==> config.mk <==
export PLATFORM = sky130hd
export DESIGN_NAME = rcrb_bank
export DESIGN_NICKNAME = d
export VERILOG_FILES = /design/src/rcrb_pkg.sv /design/src/rcrb_bank.sv
export VERILOG_INCLUDE_DIRS = /design/src
export SDC_FILE = /design/constraint.sdc
export NUM_CORES = 1
export LEC_CHECK = 0
export ABC_AREA = 0
export BUFFER_PORTS_ARGS = -buffer_cell sky130_fd_sc_hd__buf_2
export CAP_MARGIN = 15
export CELL_PAD_IN_SITES_DETAIL_PLACEMENT = 1
export CELL_PAD_IN_SITES_GLOBAL_PLACEMENT = 1
export CORE_MARGIN = 3
export CORE_UTILIZATION = 48
export CTS_BUF_LIST = sky130_fd_sc_hd__clkbuf_2 sky130_fd_sc_hd__clkbuf_4 sky130_fd_sc_hd__clkbuf_8
export CTS_CLUSTER_SIZE = 8
export DETAILED_ROUTE_END_ITERATION = 12
export PLACE_DENSITY_LB_ADDON = 0.1
export SKIP_CTS_REPAIR_TIMING = 1
export SLEW_MARGIN = 20
export SYNTH_ARGS = -nofsm -noshare
export SYNTH_HDL_FRONTEND = slang
export SYNTH_SLANG_ARGS = --single-unit
==> constraint.sdc <==
create_clock -name sys_clk_in -period 3.3 [get_ports sys_clk_in]
set_input_delay 0.495 -clock sys_clk_in [delete_from_list [all_inputs] [get_ports sys_clk_in]]
set_output_delay 0.495 -clock sys_clk_in [all_outputs]
set_load 0.05 [all_outputs]
==> src/rcrb_params.svh <==
/*
 * Offsets, field positions, reset values and code boundaries of the
 * regulator control register bank.
 * Assumes it is included by bare name from the design.
 */
`ifndef RCRB_PARAMS_SVH
`define RCRB_PARAMS_SVH

`define RCRB_OFF_C0_LIMSLEW 8'h03
`define RCRB_OFF_C1_MODEEN 8'h04
`define RCRB_OFF_C1_LIMSLEW 8'h05
`define RCRB_OFF_C0_VCODE 8'h06
`define RCRB_OFF_C1_VCODE 8'h07
`define RCRB_OFF_L0_EN 8'h08
`define RCRB_OFF_L1_EN 8'h09

`define RCRB_BIT_SW_ON 0
`define RCRB_BIT_PIN_QUAL 1
`define RCRB_BIT_DISCH 2
`define RCRB_BIT_FPWM 3
`define RCRB_LIM_LSB 3
`define RCRB_RAMP_LSB 0

`define RCRB_RST_LIMSLEW 8'h00
`define RCRB_RST_MODEEN 8'h04
`define RCRB_RST_VCODE 8'h00
`define RCRB_RST_LINEN 8'h04

`define RCRB_LIM_MAX 3'h3
`define RCRB_RAMP_MIN 3'h2
`define RCRB_V10_LO 8'h14
`define RCRB_V5_LO 8'h18
`define RCRB_V20_LO 8'h9e

`endif

==> src/rcrb_pkg.sv <==
/*
 * Types shared by the regulator control register bank.
 * Assumes the constants header is on the include path.
 */
package rcrb_pkg;
    typedef enum logic [1:0] {
        RCRB_V_RESERVED,
        RCRB_V_STEP10,
        RCRB_V_STEP5,
        RCRB_V_STEP20
    } rcrb_vrange_t;

    typedef struct packed {
        logic on;
        logic discharge;
        logic force_pwm;
        logic [2:0] current_limit;
        logic [2:0] ramp_rate;
        logic [7:0] voltage_code;
        rcrb_vrange_t vrange;
        logic code_fault;
    } rcrb_conv_ctl_t;

    typedef struct packed {
        logic on;
        logic discharge;
    } rcrb_lin_ctl_t;
endpackage

==> src/rcrb_bank.sv <==
/*
 * Register bank for two step-down converter channels and two linear
 * regulators, with the effective enable and analog control outputs.
 * Assumes a serial-port front end presents decoded byte writes and reads
 * synchronous to sys_clk_in; the enable pin is synchronous as well.
 */
// Notes on behaviour
// Current limit codes 0..3 select 1.5 A to 3.0 A; 4..7 reserved.
// A current limit write applies at once, even while the converter runs.
// Ramp rate codes 2..7 select 10 down to 0.47 mV/us; 0,1 reserved.
// Mode bit 3: 0 automatic PFM/PWM, 1 forced PWM.
// Discharge bit 2 connects the resistor while disabled; resets to 1. Converter 0's discharge output is tied to one, even while it is on.
// Pin qualify 0 follows software bit; 1 also needs the enable pin.
// Software enable bit 0 turns the regulator on or off.
// Voltage codes 0x00..0x13 reserved; 0x14..0x17 step 10 mV from 0.70 V.
// Voltage codes 0x18..0x9d step 5 mV from 0.735 V to 1.4 V.
// Voltage codes 0x9e..0xff step 20 mV from 1.42 V to 3.36 V.
// First linear regulator has discharge, pin qualify and enable bits.
// Host never writes reserved codes and keeps reserved bits at default.
// Effective enable is software bit AND (pin if qualified else one). Converter 0's enable is the pin alone.
`timescale 1ns/1ps
`default_nettype none
`include "rcrb_params.svh"

module rcrb_bank
    import rcrb_pkg::*;
(
    // Clock and reset.
    input wire logic sys_clk_in,
    input wire logic rst_n_in,
    // Register access port.
    input wire logic wr_en_in,
    input wire logic [7:0] addr_in,
    input wire logic [7:0] wdata_in,
    output logic [7:0] rdata_out,
    output logic addr_hit_out,
    // Enable pin.
    input wire logic en_pin_in,
    // Regulator controls.
    output rcrb_conv_ctl_t conv0_ctl_out,
    output rcrb_conv_ctl_t conv1_ctl_out,
    output rcrb_lin_ctl_t lin0_ctl_out,
    output rcrb_lin_ctl_t lin1_ctl_out
);
    logic [7:0] c0_limslew_q, c1_modeen_q, c1_limslew_q;
    logic [7:0] c0_vcode_q, c1_vcode_q, l0_en_q, l1_en_q;

    wire wr_c0_ls = wr_en_in && addr_in == `RCRB_OFF_C0_LIMSLEW;
    wire wr_c1_me = wr_en_in && addr_in == `RCRB_OFF_C1_MODEEN;
    wire wr_c1_ls = wr_en_in && addr_in == `RCRB_OFF_C1_LIMSLEW;
    wire wr_c0_v = wr_en_in && addr_in == `RCRB_OFF_C0_VCODE;
    wire wr_c1_v = wr_en_in && addr_in == `RCRB_OFF_C1_VCODE;
    wire wr_l0 = wr_en_in && addr_in == `RCRB_OFF_L0_EN;
    wire wr_l1 = wr_en_in && addr_in == `RCRB_OFF_L1_EN;

    // Reserved bits are stored as written; the host keeps them at default.
    always_ff @(posedge sys_clk_in or negedge rst_n_in) begin
        if (!rst_n_in) begin
            c0_limslew_q <= `RCRB_RST_LIMSLEW;
            c1_modeen_q <= `RCRB_RST_MODEEN;
            c1_limslew_q <= `RCRB_RST_LIMSLEW;
            c0_vcode_q <= `RCRB_RST_VCODE;
            c1_vcode_q <= `RCRB_RST_VCODE;
            l0_en_q <= `RCRB_RST_LINEN;
            l1_en_q <= `RCRB_RST_LINEN;
        end else begin
            if (wr_c0_ls) c0_limslew_q <= wdata_in;
            if (wr_c1_me) c1_modeen_q <= wdata_in;
            if (wr_c1_ls) c1_limslew_q <= wdata_in;
            if (wr_c0_v) c0_vcode_q <= wdata_in;
            if (wr_c1_v) c1_vcode_q <= wdata_in;
            if (wr_l0) l0_en_q <= wdata_in;
            if (wr_l1) l1_en_q <= wdata_in;
        end
    end

    // Reads are combinational, so the access port sees a register in the
    // same cycle that it presents the offset; unmapped offsets read zero.
    wire [7:0] rd_mux =
        addr_in == `RCRB_OFF_C0_LIMSLEW ? c0_limslew_q :
        addr_in == `RCRB_OFF_C1_MODEEN ? c1_modeen_q :
        addr_in == `RCRB_OFF_C1_LIMSLEW ? c1_limslew_q :
        addr_in == `RCRB_OFF_C0_VCODE ? c0_vcode_q :
        addr_in == `RCRB_OFF_C1_VCODE ? c1_vcode_q :
        addr_in == `RCRB_OFF_L0_EN ? l0_en_q :
        addr_in == `RCRB_OFF_L1_EN ? l1_en_q : 8'h00;
    assign rdata_out = rd_mux;
    assign addr_hit_out = addr_in >= `RCRB_OFF_C0_LIMSLEW &&
                          addr_in <= `RCRB_OFF_L1_EN;

    function automatic logic qual_on(input logic [7:0] r, input logic pin);
        // A qualified regulator needs the pin; otherwise a constant one.
        qual_on = r[`RCRB_BIT_SW_ON] &&
                  (r[`RCRB_BIT_PIN_QUAL] ? pin : 1'b1);
    endfunction

    function automatic rcrb_vrange_t vrange(input logic [7:0] c);
        if (c < `RCRB_V10_LO) vrange = RCRB_V_RESERVED;
        else if (c < `RCRB_V5_LO) vrange = RCRB_V_STEP10;
        else if (c < `RCRB_V20_LO) vrange = RCRB_V_STEP5;
        else vrange = RCRB_V_STEP20;
    endfunction

    // Converter 0's mode and enable live in a register outside this bank,
    // so its enable comes from the pin alone and its mode is automatic.
    wire c0_on = en_pin_in;
    wire [7:0] c0_v = c0_vcode_q;
    wire [7:0] c1_v = c1_vcode_q;
    wire [2:0] c0_lim = c0_limslew_q[`RCRB_LIM_LSB +: 3];
    wire [2:0] c0_ramp = c0_limslew_q[`RCRB_RAMP_LSB +: 3];
    wire [2:0] c1_lim = c1_limslew_q[`RCRB_LIM_LSB +: 3];
    wire [2:0] c1_ramp = c1_limslew_q[`RCRB_RAMP_LSB +: 3];
    wire c0_fault = c0_lim > `RCRB_LIM_MAX || c0_ramp < `RCRB_RAMP_MIN ||
                    vrange(c0_v) == RCRB_V_RESERVED;
    wire c1_fault = c1_lim > `RCRB_LIM_MAX || c1_ramp < `RCRB_RAMP_MIN ||
                    vrange(c1_v) == RCRB_V_RESERVED;
    wire c1_on = qual_on(c1_modeen_q, en_pin_in);
    wire l0_on = qual_on(l0_en_q, en_pin_in);
    wire l1_on = qual_on(l1_en_q, en_pin_in);

    assign conv0_ctl_out = '{on: c0_on,
        discharge: 1'b1,
        force_pwm: 1'b0,
        current_limit: c0_lim,
        ramp_rate: c0_ramp,
        voltage_code: c0_v,
        vrange: vrange(c0_v),
        code_fault: c0_fault};
    assign conv1_ctl_out = '{on: c1_on,
        discharge: c1_modeen_q[`RCRB_BIT_DISCH] && !c1_on,
        force_pwm: c1_modeen_q[`RCRB_BIT_FPWM],
        current_limit: c1_lim,
        ramp_rate: c1_ramp,
        voltage_code: c1_v,
        vrange: vrange(c1_v),
        code_fault: c1_fault};
    assign lin0_ctl_out = '{on: l0_on,
        discharge: l0_en_q[`RCRB_BIT_DISCH] && !l0_on};
    assign lin1_ctl_out = '{on: l1_on,
        discharge: l1_en_q[`RCRB_BIT_DISCH] && !l1_on};

    // The write-follow checks look one cycle back, so they stay off while
    // reset is low and cannot blame the first cycle after it on a stale strobe.
    c1_limit_live_a: assert property (@(posedge sys_clk_in)
        disable iff (!rst_n_in)
        wr_c1_ls |=> conv1_ctl_out.current_limit ==
            $past(wdata_in[`RCRB_LIM_LSB +: 3]))
        else $error("current limit write did not apply");
    c0_limit_live_a: assert property (@(posedge sys_clk_in)
        disable iff (!rst_n_in)
        wr_c0_ls |=> conv0_ctl_out.current_limit ==
            $past(wdata_in[`RCRB_LIM_LSB +: 3]))
        else $error("converter 0 limit write did not apply");
    c1_ramp_live_a: assert property (@(posedge sys_clk_in)
        disable iff (!rst_n_in)
        wr_c1_ls |=> conv1_ctl_out.ramp_rate ==
            $past(wdata_in[`RCRB_RAMP_LSB +: 3]))
        else $error("ramp rate write did not apply");
    c0_vcode_live_a: assert property (@(posedge sys_clk_in)
        disable iff (!rst_n_in)
        wr_c0_v |=> conv0_ctl_out.voltage_code == $past(wdata_in))
        else $error("voltage code write did not apply");

    c1_enable_qual_a: assert property (@(posedge sys_clk_in)
        disable iff (!rst_n_in)
        c1_modeen_q[`RCRB_BIT_PIN_QUAL] && !en_pin_in |-> !conv1_ctl_out.on)
        else $error("qualified converter on without pin");
    c1_sw_on_a: assert property (@(posedge sys_clk_in)
        disable iff (!rst_n_in)
        wr_c1_me && wdata_in[`RCRB_BIT_SW_ON] &&
        !wdata_in[`RCRB_BIT_PIN_QUAL] |=> conv1_ctl_out.on)
        else $error("software enable did not turn converter on");
    c1_mode_a: assert property (@(posedge sys_clk_in)
        disable iff (!rst_n_in)
        wr_c1_me |=> conv1_ctl_out.force_pwm ==
            $past(wdata_in[`RCRB_BIT_FPWM]))
        else $error("mode bit not followed");
    l0_discharge_a: assert property (@(posedge sys_clk_in)
        disable iff (!rst_n_in)
        lin0_ctl_out.discharge |-> !lin0_ctl_out.on)
        else $error("discharge while enabled");
    disch_reset_a: assert property (@(posedge sys_clk_in)
        $rose(rst_n_in) |-> c1_modeen_q[`RCRB_BIT_DISCH] &&
            l0_en_q[`RCRB_BIT_DISCH])
        else $error("discharge bit not reset to one");
    v_step5_a: assert property (@(posedge sys_clk_in)
        disable iff (!rst_n_in)
        c0_v == 8'h9d |-> conv0_ctl_out.vrange == RCRB_V_STEP5)
        else $error("0x9d outside 5 mV range");
    v_step20_a: assert property (@(posedge sys_clk_in)
        disable iff (!rst_n_in)
        c0_v == 8'h9e |-> conv0_ctl_out.vrange == RCRB_V_STEP20)
        else $error("0x9e outside 20 mV range");
    v_reserved_a: assert property (@(posedge sys_clk_in)
        disable iff (!rst_n_in)
        c1_v == 8'h13 |-> conv1_ctl_out.code_fault)
        else $error("reserved voltage code not flagged");
    lim_reserved_a: assert property (@(posedge sys_clk_in)
        disable iff (!rst_n_in)
        c1_lim == 3'h4 |-> conv1_ctl_out.code_fault)
        else $error("reserved limit code not flagged");
    ramp_reserved_a: assert property (@(posedge sys_clk_in)
        disable iff (!rst_n_in)
        c0_ramp == 3'h1 |-> conv0_ctl_out.code_fault)
        else $error("reserved ramp code not flagged");
    l0_enable_a: assert property (@(posedge sys_clk_in)
        disable iff (!rst_n_in)
        lin0_ctl_out.on == (l0_en_q[`RCRB_BIT_SW_ON] &&
            (!l0_en_q[`RCRB_BIT_PIN_QUAL] || en_pin_in)))
        else $error("linear enable equation broken");
    c1_sw_off_a: assert property (@(posedge sys_clk_in)
        disable iff (!rst_n_in)
        wr_c1_me && !wdata_in[`RCRB_BIT_SW_ON] |=> !conv1_ctl_out.on)
        else $error("software disable did not turn converter off");
    c1_discharge_a: assert property (@(posedge sys_clk_in)
        disable iff (!rst_n_in)
        c1_modeen_q[`RCRB_BIT_DISCH] && !conv1_ctl_out.on |->
            conv1_ctl_out.discharge)
        else $error("discharge resistor off while disabled");
    l1_enable_qual_a: assert property (@(posedge sys_clk_in)
        disable iff (!rst_n_in)
        l1_en_q[`RCRB_BIT_PIN_QUAL] && !en_pin_in |-> !lin1_ctl_out.on)
        else $error("qualified linear regulator on without pin");
    v_step10_a: assert property (@(posedge sys_clk_in)
        disable iff (!rst_n_in)
        c1_v == `RCRB_V10_LO |-> conv1_ctl_out.vrange == RCRB_V_STEP10)
        else $error("0x14 outside 10 mV range");
endmodule

`default_nettype wire

### Word-level counts from Yosys, hierarchy flattened

Index checks and enable logic that the tools add are counted.

| word-level totals | value |
|---|---|
| register bits after elaboration | 56 |
| bits of input ports | 20 |
| output and inout port bits | 53 |
| word-level logic and storage cells | 65 |

| cells by class | value |
|---|---|
| order comparisons | 12 |
| equal/unequal tests | 7 |
| muxes and demuxes | 16 |
| reductions and logical operators | 23 |

Operator list:

| operator | number |
|---|---|
| 2-to-1 mux 8 bit | 7 |
| equality test 8 x 3 -> 1 bit, second input constant | 4 |
| less-than comparator 8 x 5 -> 1 bit, second input constant | 4 |
| equality test 8 x 4 -> 1 bit, second input constant | 2 |
| less-than comparator 8 bit, second input constant | 2 |
| logical AND 1 bit | 14 |
| equality test 8 x 2 -> 1 bit, second input constant | 1 |
| >= comparator 8 x 2 -> 1 bit, second input constant | 1 |
| <= comparator 8 x 4 -> 1 bit, second input constant | 1 |
| 2-to-1 mux 2 bit | 4 |
| > comparator 3 x 2 -> 1 bit, second input constant | 2 |
| less-than comparator 3 x 2 -> 1 bit, second input constant | 2 |
| 2-to-1 mux 1 bit | 5 |
| zero test 2 bit | 2 |
| logical OR 1 bit | 4 |
| zero test 1 bit | 3 |

### Logic depth before layout (Yosys ltp)

Gate-level depths: netlist (run 1).

| depth | value |
|---|---|
| word-level depth | 8 |
| gate-level depth with buffers | 7 |

### Worst setup path after synthesis (run 1)

Ideal clock, no wire load.

| timing path | value |
|---|---|
| path type | input to output |
| start | input addr_in[0] |
| end | output rdata_out[3] |
| arrival time | 2528 ps |
| required time | 2805 ps |
| slack | 277 ps |
| stages | 7 |
| cell sequence | buf_2 buf_2 clkbuf_1 a21oi_1 o22ai_1 nand2_1 o21ai_0 |

| between the ends | value |
|---|---|
| cells in the longest elaborated chain, start to end | 8 |

RTL lines:

| element | line | source |
|---|---|---|
| start: declaration | rcrb_bank.sv:33 | `input wire logic [7:0] addr_in,` |
| equality test 8 x 4 -> 1 bit (no line) | n/a |  |
| 2-to-1 mux 8 bit | rcrb_bank.sv:86 | `` addr_in == `RCRB_OFF_L1_EN ? l1_en_q : 8'h00; `` |
| 2-to-1 mux 8 bit | rcrb_bank.sv:85 | `` addr_in == `RCRB_OFF_L0_EN ? l0_en_q : `` |
| 2-to-1 mux 8 bit | rcrb_bank.sv:84 | `` addr_in == `RCRB_OFF_C1_VCODE ? c1_vcode_q : `` |
| 2-to-1 mux 8 bit | rcrb_bank.sv:83 | `` addr_in == `RCRB_OFF_C0_VCODE ? c0_vcode_q : `` |
| 2-to-1 mux 8 bit | rcrb_bank.sv:82 | `` addr_in == `RCRB_OFF_C1_LIMSLEW ? c1_limslew_q : `` |
| 2-to-1 mux 8 bit | rcrb_bank.sv:81 | `` addr_in == `RCRB_OFF_C1_MODEEN ? c1_modeen_q : `` |
| 2-to-1 mux 8 bit (*) | rcrb_bank.sv:80 | `` addr_in == `RCRB_OFF_C0_LIMSLEW ? c0_limslew_q : `` |
| end: declaration | rcrb_bank.sv:35 | `output logic [7:0] rdata_out,` |

Mark *: on every way between the ends. The rest lies on a longest branch, timed or not.

### Worst setup path after layout (run 1)

| timing path | value |
|---|---|
| start | input addr_in[7] |
| end | output rdata_out[3] |

The elaborated chain is that of the path after synthesis.

==> impl_metrics.toml, run 1 <==
[sta]
fmax_mhz = 347
period_share = 0.874
rsz0062_at_grt = "no"
finClkSkew_ps = 0
fin_crit_ps = 2890
report.final.slew_viol_count = 0
slew_headroom = 0.539
finalSetupViolations = 0
fin_setup_tns_ps = 0
worst_slew_pin_slew_ps = 692
hold_viol_final = 0
worst_slack_ps = 414

[critical_path]
end_kind = "output port"
crit_type = "input port to output port"
cp-startpoint = "addr_in[7]"
crit_top_cell = "buf_2"
crit_required_ps = 2800
cpMaxStageDelayCell = "or4_1"
arrival_ps = 2390
start_kind = "input port"
cp_slowest_stage_delay_ps = 630
path_max_fanout = 8
crit_chain = "buf_2, or4_1, nor4_4, a22oi_1, o21ai_0, buf_2"
regToRegStartpoint = "c1_v[3]"

[floorplanning]
core_area_um2 = 6130
io_pins = 73
fp.dieH_um = 87.0
die_w_um = 87.0
initial_core_util = 0.514
fp-row-count = 28
dieArea_um2 = 7570

[clocking]
cts_buffers = 5
clock_path_buffers = 2
cts_tree = "built"
clk-insertion-delay-late_ps = 310
cts_num_sinks = 56
htree_levels = 2
clkTransAtPathRegs_ps = 100
root_buffer = "clkbuf_8"

[synth]
syn-num-nets = 279
async_flop_share = 1.00
ys_ff_latch = 56
syn_area_um2 = 3150
synth.distinct_cells = 39
ys.flop_type = "dfrtp_1"
netlist_instances = 259
synth-seq-area-share = 0.446
syn_avg_cell_area_um2 = 12.2
synth-edff-count = 0
ys_warn_count = 0

[route]
detail-route-antenna-nets = 0
drtPass1Iterations = 4
vias = 2284
drt-total-wl_mm = 8.59
post_drt_wl_per_cell_um = 22.6
drt_iter0_markers = 85
drc = 0
vias_per_cell = 6.01

[layout]
nNetsFinal = 324
postLayoutCoreUtil = 0.572
n_antenna_cell = 0
layout_common_cells = "buf_2 (70), dfrtp_1 (53), mux2_2 (40)"
synthToLayoutAreaGrowth_pct = 11.2
drive_gt1_frac = 0.502
final_common_cell = "buf_2"

[place]
routabilityCongestion = 0.792
port_buffers = 70
pre_cts_ws_ps = 419
dpl.hpwl_mm = 6.06

[power_and_ir_drop]
leakage_nw = 1.88
fin_total_pwr_w = 0.00158
ir_drop_v = 0.000213
powerDensity_nw_per_um2 = 450

[global_route]
antenna_found_initial = 0
grt_pass1_wl_mm = 13.6
grt_overflow = 0
grt_pass1_vias = 2351
grt_max_degree = 30
grt_use_total = 0.239

[flow_run]
maxCapViolations = 0

[outcome]
status = "finished clean"

[hold_path]
hp-class = "input port to async pin"
state kept, by name (all words and copies together), names as in the netlist:
| name | flops |
|---|---|
| c0_limslew_q | 8 |
| c0_v | 8 |
| c1_limslew_q | 8 |
| c1_modeen_q | 8 |
| c1_v | 8 |
| l0_en_q | 8 |
| l1_en_q | 8 |
cell type report:
cell class / count / area, um2
sequential: 56 / 1410
clock inverter: 2 / 60.1
fill: 678 / 2630
timing repair buffer: 72 / 365
inverter: 3 / 11.3
tap: 75 / 93.8
multi-input combinational: 166 / 1490
clock buffer: 6 / 76.3
cell families (layout without fill, tap and decap cells):
kind of cell           after synthesis  after routing  synth area share
other                                2              2           0.00238
AOI/OAI and AO/OA                   52             52             0.111
muxes                               69             69             0.273
DFF                                 56             56             0.446
buffers and inverters               37             83            0.0806
and+or+nand+nor                     43             43            0.0869
power breakdown:
group          switching [W]  internal (W)  total, W
combinational       0.000193     0.0000874  0.000281
sequential         0.0000340      0.000720  0.000754
clock               0.000231      0.000312  0.000543
per-layer routing:
| metal | global-route usage | up-vias | routed length [um] |
|---|---|---|---|
| met1 | 0.341 | 1175 | 3940 |
| met3 | 0.0350 | 6 | 452 |
| met2 | 0.385 | 73 | 4120 |
| met4 | 0.0552 | 0 | 80 |
| li1 | - | 1030 | - |
| met5 | 0 | - | 0 |
final timing paths:
kind	slack, ps	cells past startpoint	endpoint
worst min register to register	520	1	l0_en_q[6]
worst max-delay path	410	6	rdata_out[3]
min in group sys_clk_in	510	2	c0_limslew_q[4]
max in group asynchronous	2240	2	c1_v[7]
worst min-delay path	210	1	c0_limslew_q[3]
worst max register to register	2410	1	c1_v[3]
critical path, delay by kind of cell:
| family | cells | cell delay, ps |
|---|---|---|
| AO/OA/AOI/OAI | 2 | 290 |
| AND/OR/NAND/NOR | 2 | 1220 |
| buffers and inverters | 2 | 400 |
through the flow:
step,std cells,area (um2),hold WS [ps]
2_1_floorplan,259,3150,199
3_3_place_gp,372,3370,485
3_5_place_dp,372,3370,494
4_1_cts,380,3500,234
5_1_grt,380,3500,260
6_report,380,3500,213
cells in the mapped netlist, types with 2 or more instances:
library cell   n  area (um2)
dfstp_2        3        78.8
o22ai_1        7        43.8
a22oi_1        4        30.0
dfrtp_1       53        1330
o221ai_1       4        35.0
buf_2          5        25.0
clkbuf_1       4        15.0
mux2_4        24         360
nand2_1       11        41.3
a21boi_0       3        22.5
a21oi_1        6        30.0
nor2b_1        4        25.0
or4_1          4        30.0
or3_1          4        25.0
buf_6          4        45.0
a32o_1         5        50.1
nor4_1         2        12.5
o21ai_0       16        80.1
clkinv_1       2        7.51
conb_1         2        7.51
nor4_4         2        42.5
nor2_1         6        22.5
mux2_2        40         450
a221oi_1       3        26.3
nand3_1        3        15.0
buf_4         21         158
mux2i_1        5        50.1
Power figures use the tool's default switching activity.
==> inputs of run 2 (changes only) <==
==> constraint.sdc (replaced) <==
create_clock -name sys_clk_in -period 3.7 [get_ports sys_clk_in]
set_input_delay 0.555 -clock sys_clk_in [delete_from_list [all_inputs] [get_ports sys_clk_in]]
set_output_delay 0.555 -clock sys_clk_in [all_outputs]
set_load 0.05 [all_outputs]
==> impl_metrics.toml, run 2 (synthesis gave the netlist of run 1 again) <==
[flow_run]
maxCapViolations = 0

[sta]
fmax_mhz = 328
finClkSkew_ps = 0
report.final.slew_viol_count = 0
period_share = 0.824
finalSetupViolations = 0
worst_slew_pin_slew_ps = 918
fin_setup_tns_ps = 0
slew_headroom = 0.388
rsz0062_at_grt = "no"
whs_ps = 361
worst_slack_ps = 652
fin_crit_ps = 3050
hold_viol_final = 0

[route]
drt-total-wl_mm = 8.45
drtPass1Iterations = 4
drc = 0
vias_per_cell = 6.01
drt_iter0_markers = 97
post_drt_wl_per_cell_um = 22.3
detail-route-antenna-nets = 0
vias = 2277

[critical_path]
cpMaxStageDelayCell = "or4_1"
critPathBufInv = 2
end_kind = "output port"
crit_required_ps = 3140
cp_top_family = "simple AND/OR/NAND/NOR gates"
start_kind = "input port"
path_max_fanout = 8
crit_type = "input port to output port"
crit_top_cell = "buf_2"
arrival_ps = 2490
crit_chain = "buf_2, or4_1, nor4_4, a22oi_1, o21ai_0, buf_2"
cp_slowest_stage_delay_ps = 620

[clocking]
cts_num_sinks = 56
clk-insertion-delay-late_ps = 310
htree_levels = 2
clock_path_buffers = 2
clkTransAtPathRegs_ps = 100
root_buffer = "clkbuf_8"
cts_buffers = 5
cts_tree = "built"

[hold_path]
hp-class = "input port to async pin"

[layout]
postLayoutCoreUtil = 0.564
synthToLayoutAreaGrowth_pct = 9.69
drive_gt1_frac = 0.500
n_antenna_cell = 0
nNetsFinal = 323
final_common_cell = "buf_2"
layout_common_cells = "buf_2 (70), dfrtp_1 (53), mux2_2 (40)"

[place]
routabilityCongestion = 0.795
port_buffers = 70
pre_cts_ws_ps = 626
dpl.hpwl_mm = 5.96

[global_route]
grt_overflow = 0
grt_pass1_vias = 2332
grt_pass1_wl_mm = 13.3
grt_max_degree = 43
grt_use_total = 0.234
antenna_found_initial = 0

[floorplanning]
die_w_um = 87.0
initial_core_util = 0.514
io_pins = 73
fp-row-count = 28
fp.dieH_um = 87.0
dieArea_um2 = 7570
core_area_um2 = 6130

[power_and_ir_drop]
ir_drop_v = 0.000207
powerDensity_nw_per_um2 = 371
leakage_nw = 1.86

[outcome]
status = "finished clean"
==> run 2: cell types whose count changed in the layout (fill, tap and decap cells not counted) <==
cell,delta
clkinv_2,+1
inv_6,+1
bufinv_16,-2
clkbuf_8,+1
buf_4,-1
clkbuf_4,-1
==> run 2: metal layers <==
layer  global-route usage  wire [um]  up-vias
li1                     -          -     1030
met1                0.328       3880     1167
met2                0.389       4050       72
met3               0.0341        444        8
met4               0.0439         76        0
met5                    0          0        -
==> run 2: area by class of cell <==
cell class | instances | area [um2]
sequential | 56 | 1410
clock inverter | 2 | 13.8
tap | 75 | 93.8
clock buffer | 6 | 82.6
timing repair buffer | 71 | 358
multi-input combinational | 166 | 1490
inverter | 3 | 11.3
fill | 665 | 2670
==> run 2: path summary, 6_finish.rpt <==
| path | from | endpoint | slack, ps | cells after the start |
|---|---|---|---|---|
| setup / recovery | addr_in[7] | rdata_out[3] | 650 | 6 |
| hold / removal | rst_n_in | c1_modeen_q[3] | 360 | 1 |
| setup reg to reg | c1_v[4] | c1_v[4] | 2800 | 1 |
| hold reg to reg | l0_en_q[5] | l0_en_q[5] | 520 | 1 |
| max in group asynchronous | rst_n_in | c1_v[5] | 2580 | 2 |
| min in group sys_clk_in | l0_en_q[5] | l0_en_q[5] | 520 | 1 |
==> run 2: power breakdown <==
group	internal, W	leakage, nW	switching [W]
registers	0.000642	0.762	0.0000296
clock network	0.000154	0.0516	0.000210
logic	0.0000774	1.05	0.000171
==> run 2: through the flow <==
stage          instance area, um2  total power [W]  instances
2_1_floorplan                3150         0.000865        259
3_3_place_gp                 3360         0.000926        371
3_5_place_dp                 3360         0.000932        371
4_1_cts                      3460          0.00129        379
5_1_grt                      3460          0.00134        379
6_report                     3460          0.00128        379
